===== src/include/ddpu_pkg.sv =====
// Constants for the dual data pointer unit
package ddpu_pkg;

   // ----------------------------------------------------------------
   // Special-function register addresses
   // ----------------------------------------------------------------
   localparam logic [7:0] ADDR_PTR0_LOW  = 8'h82;
   localparam logic [7:0] ADDR_PTR0_HIGH = 8'h83;
   localparam logic [7:0] ADDR_PTR1_LOW  = 8'h84;
   localparam logic [7:0] ADDR_PTR1_HIGH = 8'h85;
   localparam logic [7:0] ADDR_PTR_SEL   = 8'h86;

   // ----------------------------------------------------------------
   // Widths, fields and reset values
   // ----------------------------------------------------------------
   localparam int          BYTE_W        = 8;
   localparam int          PTR_W         = 16;
   localparam int          SEL_BIT       = 0;
   localparam logic [7:0]  SEL_RESET     = 8'h00;
   localparam logic [15:0] PTR_RESET     = 16'h0000;
   localparam logic [15:0] PTR_STEP      = 16'h0001;
   localparam logic [7:0]  BYTE_ZERO     = 8'h00;
   localparam logic [15:0] ADDR_ZERO     = 16'h0000;

endpackage : ddpu_pkg


===== src/rtl/ddpu_dual_pointer.sv =====
// Dual data pointer bank with select register and move address path
//
// What this block does
// - An indirect byte move takes its low address byte from the working register and its high byte from the Port 2 latch.
// - Each data pointer is a 16-bit register giving a full absolute address over the 64 kB data space.
// - Two independent pointers exist, and a pointer move drives its address from the active one.
// - The first pointer sits at special-function addresses 82h (low) and 83h (high).
// - The second pointer sits at special-function addresses 84h (low) and 85h (high).
// - The pointer select bit is the least significant bit of the register at 86h.
// - The upper bits of the register at 86h do nothing and always hold zero.
// - Select bit 0 makes the first pointer active and select bit 1 the second.
// - Loading, incrementing and moving through the pointer act only on the selected pointer.
// - Incrementing the select register flips bit zero while the other bits stay zero.
`timescale 1ns/1ps

module ddpu_dual_pointer
(
   input  wire logic        clk,
   input  wire logic        sys_rst,
   // Special-function register port from the core
   input  wire logic [7:0]  sfr_addr,
   input  wire logic        sfr_wr,
   input  wire logic [7:0]  sfr_wdata,
   input  wire logic        sfr_rd,
   output logic      [7:0]  sfr_rdata,
   output logic             sfr_hit,
   // Pointer instructions from the core
   input  wire logic        ptr_load,
   input  wire logic [15:0] ptr_load_value,
   input  wire logic        ptr_inc,
   // External data move request
   input  wire logic        xmove_req,
   input  wire logic        indirect_register_mode,
   input  wire logic [7:0]  work_reg,
   input  wire logic [7:0]  port2_latch,
   output logic      [15:0] xmem_addr,
   output logic             xmem_addr_valid,
   // Currently selected pointer
   output logic      [15:0] data_pointer,
   output logic             pointer_select
);

   // ----------------------------------------------------------------
   // Storage
   // ----------------------------------------------------------------
   logic [15:0] primary_pointer_reg;
   logic [15:0] secondary_pointer_reg;
   logic [7:0]  pointer_select_reg;
   logic [7:0]  pointer_select_next;
   logic [15:0] active_next;
   logic        active_write;
   logic        sel_hit;
   logic        p0_lo_hit;
   logic        p0_hi_hit;
   logic        p1_lo_hit;
   logic        p1_hi_hit;
   logic        addr_mapped;
   logic [7:0]  read_mux;

   // ----------------------------------------------------------------
   // Address decode
   // ----------------------------------------------------------------
   // Register hits by address
   // pointer and select register decode
   assign p0_lo_hit   = (sfr_addr == ddpu_pkg::ADDR_PTR0_LOW);
   assign p0_hi_hit   = (sfr_addr == ddpu_pkg::ADDR_PTR0_HIGH);
   assign p1_lo_hit   = (sfr_addr == ddpu_pkg::ADDR_PTR1_LOW);
   assign p1_hi_hit   = (sfr_addr == ddpu_pkg::ADDR_PTR1_HIGH);
   assign sel_hit     = (sfr_addr == ddpu_pkg::ADDR_PTR_SEL);
   assign addr_mapped = p0_lo_hit | p0_hi_hit | p1_lo_hit | p1_hi_hit | sel_hit;

   // ----------------------------------------------------------------
   // Pointer selection
   // ----------------------------------------------------------------
   // bit zero picks the pointer
   assign pointer_select = pointer_select_reg[ddpu_pkg::SEL_BIT];
   assign data_pointer   = pointer_select ? secondary_pointer_reg : primary_pointer_reg;

   // Select register keeps only bit zero
   always_comb
   begin
      pointer_select_next = ddpu_pkg::BYTE_ZERO;
      pointer_select_next[ddpu_pkg::SEL_BIT] = sfr_wdata[ddpu_pkg::SEL_BIT];
   end

   // Instruction update of the active pointer
   always_comb
   begin
      active_write = 1'b1;
      active_next  = data_pointer;
      if (ptr_load)
      begin
         active_next = ptr_load_value;
      end
      else if (ptr_inc)
      begin
         active_next = 16'(data_pointer + ddpu_pkg::PTR_STEP);   // Wraps at 64 kB
      end
      else
      begin
         active_write = 1'b0;
      end
   end

   // ----------------------------------------------------------------
   // Registers
   // ----------------------------------------------------------------
   // Select register
   always_ff @(posedge clk)
   begin
      if (sys_rst)
      begin
         pointer_select_reg <= ddpu_pkg::SEL_RESET;
      end
      else if (sfr_wr && sel_hit)
      begin
         pointer_select_reg <= pointer_select_next;
      end
   end

   // First pointer: instruction update wins over byte write
   always_ff @(posedge clk)
   begin
      if (sys_rst)
      begin
         primary_pointer_reg <= ddpu_pkg::PTR_RESET;
      end
      else if (active_write && !pointer_select)
      begin
         primary_pointer_reg <= active_next;
      end
      else if (sfr_wr && p0_lo_hit)
      begin
         primary_pointer_reg[ddpu_pkg::BYTE_W-1:0] <= sfr_wdata;
      end
      else if (sfr_wr && p0_hi_hit)
      begin
         primary_pointer_reg[ddpu_pkg::PTR_W-1:ddpu_pkg::BYTE_W] <= sfr_wdata;
      end
   end

   // Second pointer: instruction update wins over byte write
   always_ff @(posedge clk)
   begin
      if (sys_rst)
      begin
         secondary_pointer_reg <= ddpu_pkg::PTR_RESET;
      end
      else if (active_write && pointer_select)
      begin
         secondary_pointer_reg <= active_next;
      end
      else if (sfr_wr && p1_lo_hit)
      begin
         secondary_pointer_reg[ddpu_pkg::BYTE_W-1:0] <= sfr_wdata;
      end
      else if (sfr_wr && p1_hi_hit)
      begin
         secondary_pointer_reg[ddpu_pkg::PTR_W-1:ddpu_pkg::BYTE_W] <= sfr_wdata;
      end
   end

   // ----------------------------------------------------------------
   // Register read
   // ----------------------------------------------------------------
   // Read data multiplexer
   always_comb
   begin
      read_mux = ddpu_pkg::BYTE_ZERO;
      if (p0_lo_hit)
      begin
         read_mux = primary_pointer_reg[ddpu_pkg::BYTE_W-1:0];
      end
      else if (p0_hi_hit)
      begin
         read_mux = primary_pointer_reg[ddpu_pkg::PTR_W-1:ddpu_pkg::BYTE_W];
      end
      else if (p1_lo_hit)
      begin
         read_mux = secondary_pointer_reg[ddpu_pkg::BYTE_W-1:0];
      end
      else if (p1_hi_hit)
      begin
         read_mux = secondary_pointer_reg[ddpu_pkg::PTR_W-1:ddpu_pkg::BYTE_W];
      end
      else if (sel_hit)
      begin
         read_mux = pointer_select_reg;
      end
   end

   // Registered read answer, zero when unmapped
   always_ff @(posedge clk)
   begin
      if (sys_rst)
      begin
         sfr_rdata <= ddpu_pkg::BYTE_ZERO;
         sfr_hit   <= 1'b0;
      end
      else if (sfr_rd)
      begin
         sfr_rdata <= read_mux;
         sfr_hit   <= addr_mapped;
      end
      else
      begin
         sfr_rdata <= ddpu_pkg::BYTE_ZERO;
         sfr_hit   <= 1'b0;
      end
   end

   // ----------------------------------------------------------------
   // External move address
   // ----------------------------------------------------------------
   // Address issued one cycle after the request
   always_ff @(posedge clk)
   begin
      if (sys_rst)
      begin
         xmem_addr       <= ddpu_pkg::ADDR_ZERO;
         xmem_addr_valid <= 1'b0;
      end
      else
      begin
         xmem_addr_valid <= xmove_req;
         if (xmove_req && indirect_register_mode)
         begin
            xmem_addr <= {port2_latch, work_reg};
         end
         else if (xmove_req)
         begin
            xmem_addr <= data_pointer;
         end
      end
   end
endmodule : ddpu_dual_pointer


===== config.mk =====
export PLATFORM = sky130hd
export DESIGN_NAME = ddpu_dual_pointer
export DESIGN_NICKNAME = d
export VERILOG_FILES = /design/src/include/ddpu_pkg.sv /design/src/rtl/ddpu_dual_pointer.sv
export SDC_FILE = /design/constraint.sdc
export NUM_CORES = 1
export LEC_CHECK = 0
export ABC_AREA = 0
export BUFFER_PORTS_ARGS = -buffer_cell sky130_fd_sc_hd__buf_2
export CAP_MARGIN = 15
export CORE_MARGIN = 5
export CORE_UTILIZATION = 30
export CTS_BUF_LIST = sky130_fd_sc_hd__clkbuf_4 sky130_fd_sc_hd__clkbuf_8 sky130_fd_sc_hd__clkbuf_16
export CTS_CLUSTER_SIZE = 8
export DETAILED_ROUTE_END_ITERATION = 6
export GPL_ROUTABILITY_DRIVEN = 0
export PLACE_DENSITY = 0.64
export SETUP_SLACK_MARGIN = 0.05
export SLEW_MARGIN = 10
export SYNTH_ARGS = -nofsm -noshare
export SYNTH_HDL_FRONTEND = slang
export SYNTH_SLANG_ARGS = --single-unit

===== constraint.sdc =====
create_clock -name clk -period 2.4 [get_ports clk]
set_input_delay 0.24 -clock clk [delete_from_list [all_inputs] [get_ports clk]]
set_output_delay 0.24 -clock clk [all_outputs]
set_load 0.01 [all_outputs]

=== Word level (Yosys, flattened, before mapping) ===
Cells that the tools add are included.
Widths: inputs -> output; s select.

* Output and inout port bits: 43
* Register bits: 59
* Logic and storage cells: 59
* Input port bits: 56

* Add/subtract/negate cells: 1
* Reduce and logical (&&, ||, !) cells: 17
* Eq/ne operators: 7
* Bitwise logic cells: 5
* Mux-type cells: 20

{| class="wikitable"
|+ Operators with widths
! kind !! number
|-
| $mux 16 || 7
|-
| $mux 8 || 10
|-
| $eq 8x8->1 const B || 5
|-
| $add 16x1->16 const B || 1
|-
| $reduce_bool 2->1 || 5
|-
| $logic_and 1x1->1 || 8
|-
| $ne 2x2->1 const B || 2
|-
| $or 1x1->1 || 4
|-
| $reduce_and 2->1 || 2
|-
| $mux 1 || 3
|-
| $reduce_or 2->1 || 1
|-
| $logic_not 1->1 || 1
|-
| $not 1->1 || 1
|}

=== Logic depth before layout (Yosys ltp) ===
Gate-level depths: netlist of run 1.

* Word-level depth: 6
* Depth in mapped cells: 10

=== Worst setup path before layout of run 1 ===
No wires, ideal clock.

* Path kind: register -> register
* Start: reg pointer_select_reg[0]
* End: reg secondary_pointer_reg[14]
* Clock period less this slack: 2.562 ns
* Cell stages (with the launch flop): 11
* Arrival: 2.467 ns
* Slack: -0.162 ns
* Path buffers: 3
* Cell sequence: dfxtp_1 clkbuf_1 buf_2 buf_2 mux2_2 ha_1 nand2_1 a211oi_1 nand4_1 xor2_1 a221oi_1

* Word-level cells in the longest chain between the ends: 5
* Elaborated cells between the ends (all ways): 9

{| class="wikitable"
|+ Ends and longest elaborated chain
! item !! RTL line !! source
|-
| start, declared || ddpu_dual_pointer.sv:48 || <nowiki>logic [7:0] pointer_select_reg;</nowiki>
|-
| start signal, assigned || ddpu_dual_pointer.sv:113 || <nowiki>pointer_select_reg <= ddpu_pkg::SEL_RESET;</nowiki>
|-
| start signal, assigned || ddpu_dual_pointer.sv:117 || <nowiki>pointer_select_reg <= pointer_select_next;</nowiki>
|-
| $mux 16 || ddpu_dual_pointer.sv:77 || <nowiki>assign data_pointer = pointer_select ? secondary_pointer_reg : primary_pointer_reg;</nowiki>
|-
| named net data_pointer[0] || ddpu_dual_pointer.sv:39 || <nowiki>output logic [15:0] data_pointer,</nowiki>
|-
| $add 16x1->16 || ddpu_dual_pointer.sv:97 || <nowiki>active_next = 16'(data_pointer + ddpu_pkg::PTR_STEP);</nowiki>
|-
| $mux 16 || ddpu_dual_pointer.sv:95 || <nowiki>else if (ptr_inc)</nowiki>
|-
| $mux 16 || ddpu_dual_pointer.sv:91 || <nowiki>if (ptr_load)</nowiki>
|-
| $mux 16 || ddpu_dual_pointer.sv:149 || <nowiki>else if (active_write && pointer_select)</nowiki>
|-
| end signal, assigned || ddpu_dual_pointer.sv:147 || <nowiki>secondary_pointer_reg <= ddpu_pkg::PTR_RESET;</nowiki>
|-
| end signal, assigned || ddpu_dual_pointer.sv:151 || <nowiki>secondary_pointer_reg <= active_next;</nowiki>
|-
| end signal, assigned by index || ddpu_dual_pointer.sv:155 || <nowiki>secondary_pointer_reg[ddpu_pkg::BYTE_W-1:0] <= sfr_wdata;</nowiki>
|-
| end, declared || ddpu_dual_pointer.sv:47 || <nowiki>logic [15:0] secondary_pointer_reg;</nowiki>
|}

The timed path passes the listed nets, and every way through them passes these cells.
A chain may end at the register's enable or synchronous reset.

=== Worst setup path in the final report of run 1 ===
* Start: reg pointer_select_reg[0]
* End: reg secondary_pointer_reg[14]

* Word-level cells in the longest chain between the ends: 5
* Elaborated cells between the ends (all ways): 9

{| class="wikitable"
|+ Ends and longest elaborated chain
! item !! RTL line
|-
| $mux 16 || ddpu_dual_pointer.sv:77
|-
| $add 16x1->16 || ddpu_dual_pointer.sv:97
|-
| $mux 16 || ddpu_dual_pointer.sv:95
|-
| $mux 16 || ddpu_dual_pointer.sv:91
|-
| $mux 16 || ddpu_dual_pointer.sv:149
|}

Parallel ways exist; a longest one is shown, timed or not.

==> flow_summary.ini, run 1 <==
[global_route]
grt-ovfl-total = 0
antenna_found_initial = 0
grt_pass1_vias = 3802
grt_usage = 0.1729
grt_max_degree = 39
grt_pass1_wl_um = 19980

[final_layout]
final_util = 0.3908
diodes = 0
final_nets = 589
design_area_um2 = 4713
drive_gt1_frac = 0.3091
synthToLayoutAreaGrowth_pct = 27.31

[sta]
period_minus_slack_ps = 2171
finalCritPeriodShare = 0.9047
slew_headroom = 0.3560
fmax_mhz = 460.6
fin_skew_ps = 10.07
worst_pin_slew_ps = 959.6
drv_slew = 0
tns_ps = 0
setup_slack_ps = 228.8
rsz0062_at_grt = no
setup_violations = 0
final_hold_viol_count = 0

[routing]
drt_iter0_markers = 278
drt_first_pass_iters = 4
ant_nets = 0
drcViolationCount = 0
wl_per_cell_um = 17.89
wl_um = 12610
vias = 3764
viasPerCell = 5.339

[clock_network]
cts_tree = done
worstSkewPairLatency_ps = 330
cts-resized-gates = 0
post_cts_buffers = 0
cts-root-buf = clkbuf_16
cts_htree_levels = 3
clkSinkCount = 59
cts_buffer_depth = 2
cts_buffers = 9
cts_hold_repair.buffers = 0
path_clk_slew_ps = 50

[floorplan]
boundaryPins = 99
die_x_um = 121.1
die_area_um2 = 14660
core_um2 = 12060
initial_core_util = 0.3070
rows = 40
die_h_um = 121.1

[placed_design]
dpl_cell_area_um2 = 4428
dp_slack_ps = 223.8
numPortBuffers = 98
hpwl_um = 9766

[logic_synthesis]
ys_types = 53
synth_top_cell_by_area = dfxtp_1
synth_commonest_cells = dfxtp_1, mux2i_1, nor2_1
ys_top_cells_by_area = dfxtp_1, mux2i_1, mux2_2
async_flop_share = 0
synth-seq-area-share = 0.3190
synthFlopType = dfxtp_1
syn-cell-area_um2 = 3702
synth_top_area_frac = 0.3190
synth.net_count = 493
synth-edff-count = 0
syn_area_per_cell_um2 = 8.492
synth_cells = 436
ys_ff_latch = 59
synth.most_common_cell = dfxtp_1
yosys_warnings = 0

[power_and_ir_drop]
power_leakage_nw = 1.942
worst_ir_drop_vdd_mv = 0.3299
powerDensity_nw_per_um2 = 571.2

[critical_path]
critPathArrivalTime_ps = 2400
path_max_fanout = 5
cp.required_ps = 2630
cpPeakStageDelay_ps = 420
worstSetupPathType = flip-flop to flip-flop
end_kind = flip-flop
crit_chain = mux2_2 -> ha_1 -> nand2_1 -> a211oi_2 -> nand4_1 -> xor2_1 -> a221oi_1
cp-start-kind = flip-flop
slowest_stage = a211oi_2
reg2regPathDepth = 7

[outcome]
status = completed

[hold_path]
hold_path_depth = 3
hp-class = input pin to flip-flop

[run]
max_cap_violations = 0
## critical path: cells and delay by family (launching register included)
family	cells	cell delay [ps]
simple gates	2	350
mux	1	320
flops	1	340
compound gates	2	680
fa+ha+maj	1	190
xor+xnor	1	190
## layout by cell type (no fill, tap or decap), types with 2 or more instances in the layout
| cell | n |
|---|---|
| xor2_1 | 4 |
| a21oi_1 | 27 |
| clkbuf_16 | 9 |
| clkbuf_8 | 2 |
| nor4_4 | 3 |
| a311oi_1 | 7 |
| nand2b_1 | 5 |
| clkinv_2 | 2 |
| dfxtp_1 | 59 |
| clkbuf_4 | 3 |
| nor3b_1 | 2 |
| inv_1 | 12 |
| nand4b_1 | 3 |
| nand2_1 | 34 |
| a211oi_1 | 20 |
| or3_1 | 2 |
| nor2_1 | 44 |
| nand3b_1 | 4 |
| a221oi_1 | 7 |
| o21ai_0 | 21 |
| nand3_1 | 12 |
| xnor2_1 | 7 |
| nor3_1 | 5 |
| o21ai_1 | 2 |
| a21o_1 | 2 |
| a21boi_0 | 5 |
| mux2_2 | 22 |
| o31ai_1 | 2 |
| buf_4 | 19 |
| nand4_1 | 9 |
| a31oi_1 | 2 |
| buf_2 | 98 |
| mux2i_1 | 54 |
| nor2b_1 | 6 |
## kinds of logic after synthesis
logic type               Yosys count  synth area share
AO/OA/AOI/OAI                    107            0.1909
XOR/XNOR                          11           0.02602
adder cells (fa/ha/maj)            1          0.003379
buffers and inverters             44           0.05035
flip-flops                        59            0.3190
multiplexers                      76            0.2129
AND/OR/NAND/NOR                  138            0.1974
## report_power, final
| group | internal, W | switching, W | leakage (nW) |
|---|---|---|---|
| combinational | 0.000172 | 0.000239 | 1.31 |
| sequential | 0.00102 | 0.0000367 | 0.482 |
| clock | 0.000785 | 0.000440 | 0.147 |
## worst paths after layout
check | start | end | slack, ps
worst min-delay path | ptr_load_value[15] | primary_pointer_reg[15] | 230
worst max register to register | pointer_select_reg[0] | secondary_pointer_reg[14] | 230
worst max-delay path | pointer_select_reg[0] | secondary_pointer_reg[14] | 230
worst min register to register | xmem_addr[7] | xmem_addr[7] | 470
## layout make-up
cell class / count / area (um2)
Fill cell: 1246 / 7348
Multi-Input combinational cell: 333 / 2359
Sequential cell: 59 / 1181
Timing Repair Buffer: 117 / 633.1
Clock buffer: 14 / 275.3
Tap cell: 168 / 210.2
Inverter: 12 / 45.04
Clock inverter: 2 / 10.01
## through the flow
stage / instances / hold WS [ps] / power [W]
after CTS: 705 / 224.7 / 0.002712
after global routing: 705 / 246.0 / 0.002804
final: 705 / 234.2 / 0.002692
after floorplan: 436 / 387.2 / 0.001310
after global placement: 689 / 462.9 / 0.001475
after detailed placement: 689 / 455.5 / 0.001484
## metal layers
metal	vias to the layer above	track usage	part of all wire
met5	-	0	0
met4	0	0.06020	0.024
met3	32	0.04662	0.083
met2	169	0.2734	0.43
met1	1766	0.2265	0.46
li1	1797	-	-
Power figures use the tool's default switching activity.
==> run 2, diff against run 1 <==
--- a/config.mk
+++ b/config.mk
@@ -14,9 +14,9 @@
 export CTS_CLUSTER_SIZE = 8
 export DETAILED_ROUTE_END_ITERATION = 6
 export GPL_ROUTABILITY_DRIVEN = 0
-export PLACE_DENSITY = 0.64
+export PLACE_DENSITY_LB_ADDON = 0.08
 export SETUP_SLACK_MARGIN = 0.05
-export SLEW_MARGIN = 10
+export SLEW_MARGIN = 30
 export SYNTH_ARGS = -nofsm -noshare
 export SYNTH_HDL_FRONTEND = slang
 export SYNTH_SLANG_ARGS = --single-unit
==> run 2 against run 1 <==
Effect of this change:
- final area grew 2.8%
- power rose by 4.4%
- clock skew fell by 1.1 ps
- combinational power rose by 5.6%
- non-clock buffer count increased by 13
- register-to-register slack better by 20 ps
- via count down 2.6%
- largest cell class unchanged
==> flow_summary.ini, run 2 (synthesized netlist as in run 1, its figures left out) <==
[outcome]
status = completed

[routing]
drt_first_pass_iters = 4
drt_iter0_markers = 200
vias = 3666
ant_nets = 0
viasPerCell = 5.113
drcViolationCount = 0
wl_per_cell_um = 18.97
wl_um = 13600

[hold_path]
hp-class = input pin to flip-flop

[clock_network]
cts_hold_repair.buffers = 0
cts_buffers = 9
cts_buffer_depth = 2
worstSkewPairLatency_ps = 330
cts_htree_levels = 3
clkSinkCount = 59
path_clk_slew_ps = 50
cts-root-buf = clkbuf_16
cts_tree = done

[global_route]
busiest_layer = met2
grt_usage = 0.1878
use_met3 = 0.04895
grt_pass1_wl_um = 21220
grt_pass1_vias = 3751
grtUsageMet2 = 0.2945
antenna_found_initial = 0
grt_max_degree = 39
grt-ovfl-total = 0
use_met1 = 0.2544

[power_and_ir_drop]
powerDensity_nw_per_um2 = 580.0
worst_ir_drop_vdd_mv = 0.3339
total_power_w = 0.002811
power_leakage_nw = 2.014

[critical_path]
path_max_fanout = 18
worstSetupPathType = flip-flop to primary output
cp.required_ps = 2160
critPathArrivalTime_ps = 1950
cp-start-kind = flip-flop
end_kind = primary output

[final_layout]
final_util = 0.4018
finalNonFillerCells = 717
most-common-layout-cells = buf_2, dfxtp_1, mux2i_1
final_nets = 602
final_common_cell = buf_2
diodes = 0
fillCellCount = 1255
synthToLayoutAreaGrowth_pct = 30.89
drive_gt1_frac = 0.3279

[sta]
whs_ps = 223.1
final_hold_viol_count = 0
tns_ps = 0
setup_violations = 0
drv_slew = 0
period_minus_slack_ps = 2188
finalCritPeriodShare = 0.9118
fin_skew_ps = 8.963
worst_pin_slew_ps = 650.8
fmax_mhz = 457.0
slew_headroom = 0.5652
rsz0062_at_grt = no

[floorplan]
initial_core_util = 0.3070
boundaryPins = 99
core_um2 = 12060
die_x_um = 121.1
die_h_um = 121.1
die_area_um2 = 14660
rows = 40

[run]
max_cap_violations = 0

[placed_design]
dp_cells = 702
numPortBuffers = 98
hpwl_um = 10550
## run 2: power by group
| part | internal [W] | switching [W] |
|---|---|---|
| Combinational | 0.000185 | 0.000249 |
| Clock | 0.000875 | 0.000448 |
| Sequential | 0.00102 | 0.0000339 |
## run 2: area by class of cell
cell class              count  area (um2)  share of cell area
flip-flops and latches     59        1181              0.2437
repair buffers            130       730.7              0.1508
clock buffers              13       267.8             0.05525
clock inverters             2       35.03            0.007230
well taps                 168       210.2             0.04338
multi-input cells         333        2376              0.4903
inverters                  12       45.04            0.009295
## run 2: metrics by stage
step / setup WS (ps) / cell area, um2
floorplan: 60.37 / 3724
global placement: 246.2 / 4526
detailed placement: 218.4 / 4526
CTS: 181.5 / 4828
global route: 77.34 / 4846
finish: 211.7 / 4846
## run 2: critical path: stages, from the launching register on
cell,delay [ps]
dfxtp_1,500
buf_4,290
buf_4,230
mux2i_1,250
buf_4,170
inv_1,40
buf_2,130
## run 2: what timing repair did
item / 4_1_cts / 5_1_grt
setup endpoints to repair: 0 / 5
buffers inserted: 0 / 0
resized for setup: 0 / 3
## run 2: path summary, 6_finish.rpt
check,depth (start not counted),to,slack [ps],start
worst min-delay path,3,primary_pointer_reg[8],220,ptr_load_value[8]
worst max register to register,7,secondary_pointer_reg[15],250,pointer_select_reg[0]
worst min register to register,2,xmem_addr[7],480,xmem_addr[7]
worst max-delay path,6,data_pointer[13],210,pointer_select_reg[0]
## run 2: per-layer routing
metal  wire length (um)  vias to the layer above
met5                  0                        -
met4                180                        0
met3               1053                       12
met2               6070                      133
met1               6294                     1705
li1                   -                     1816
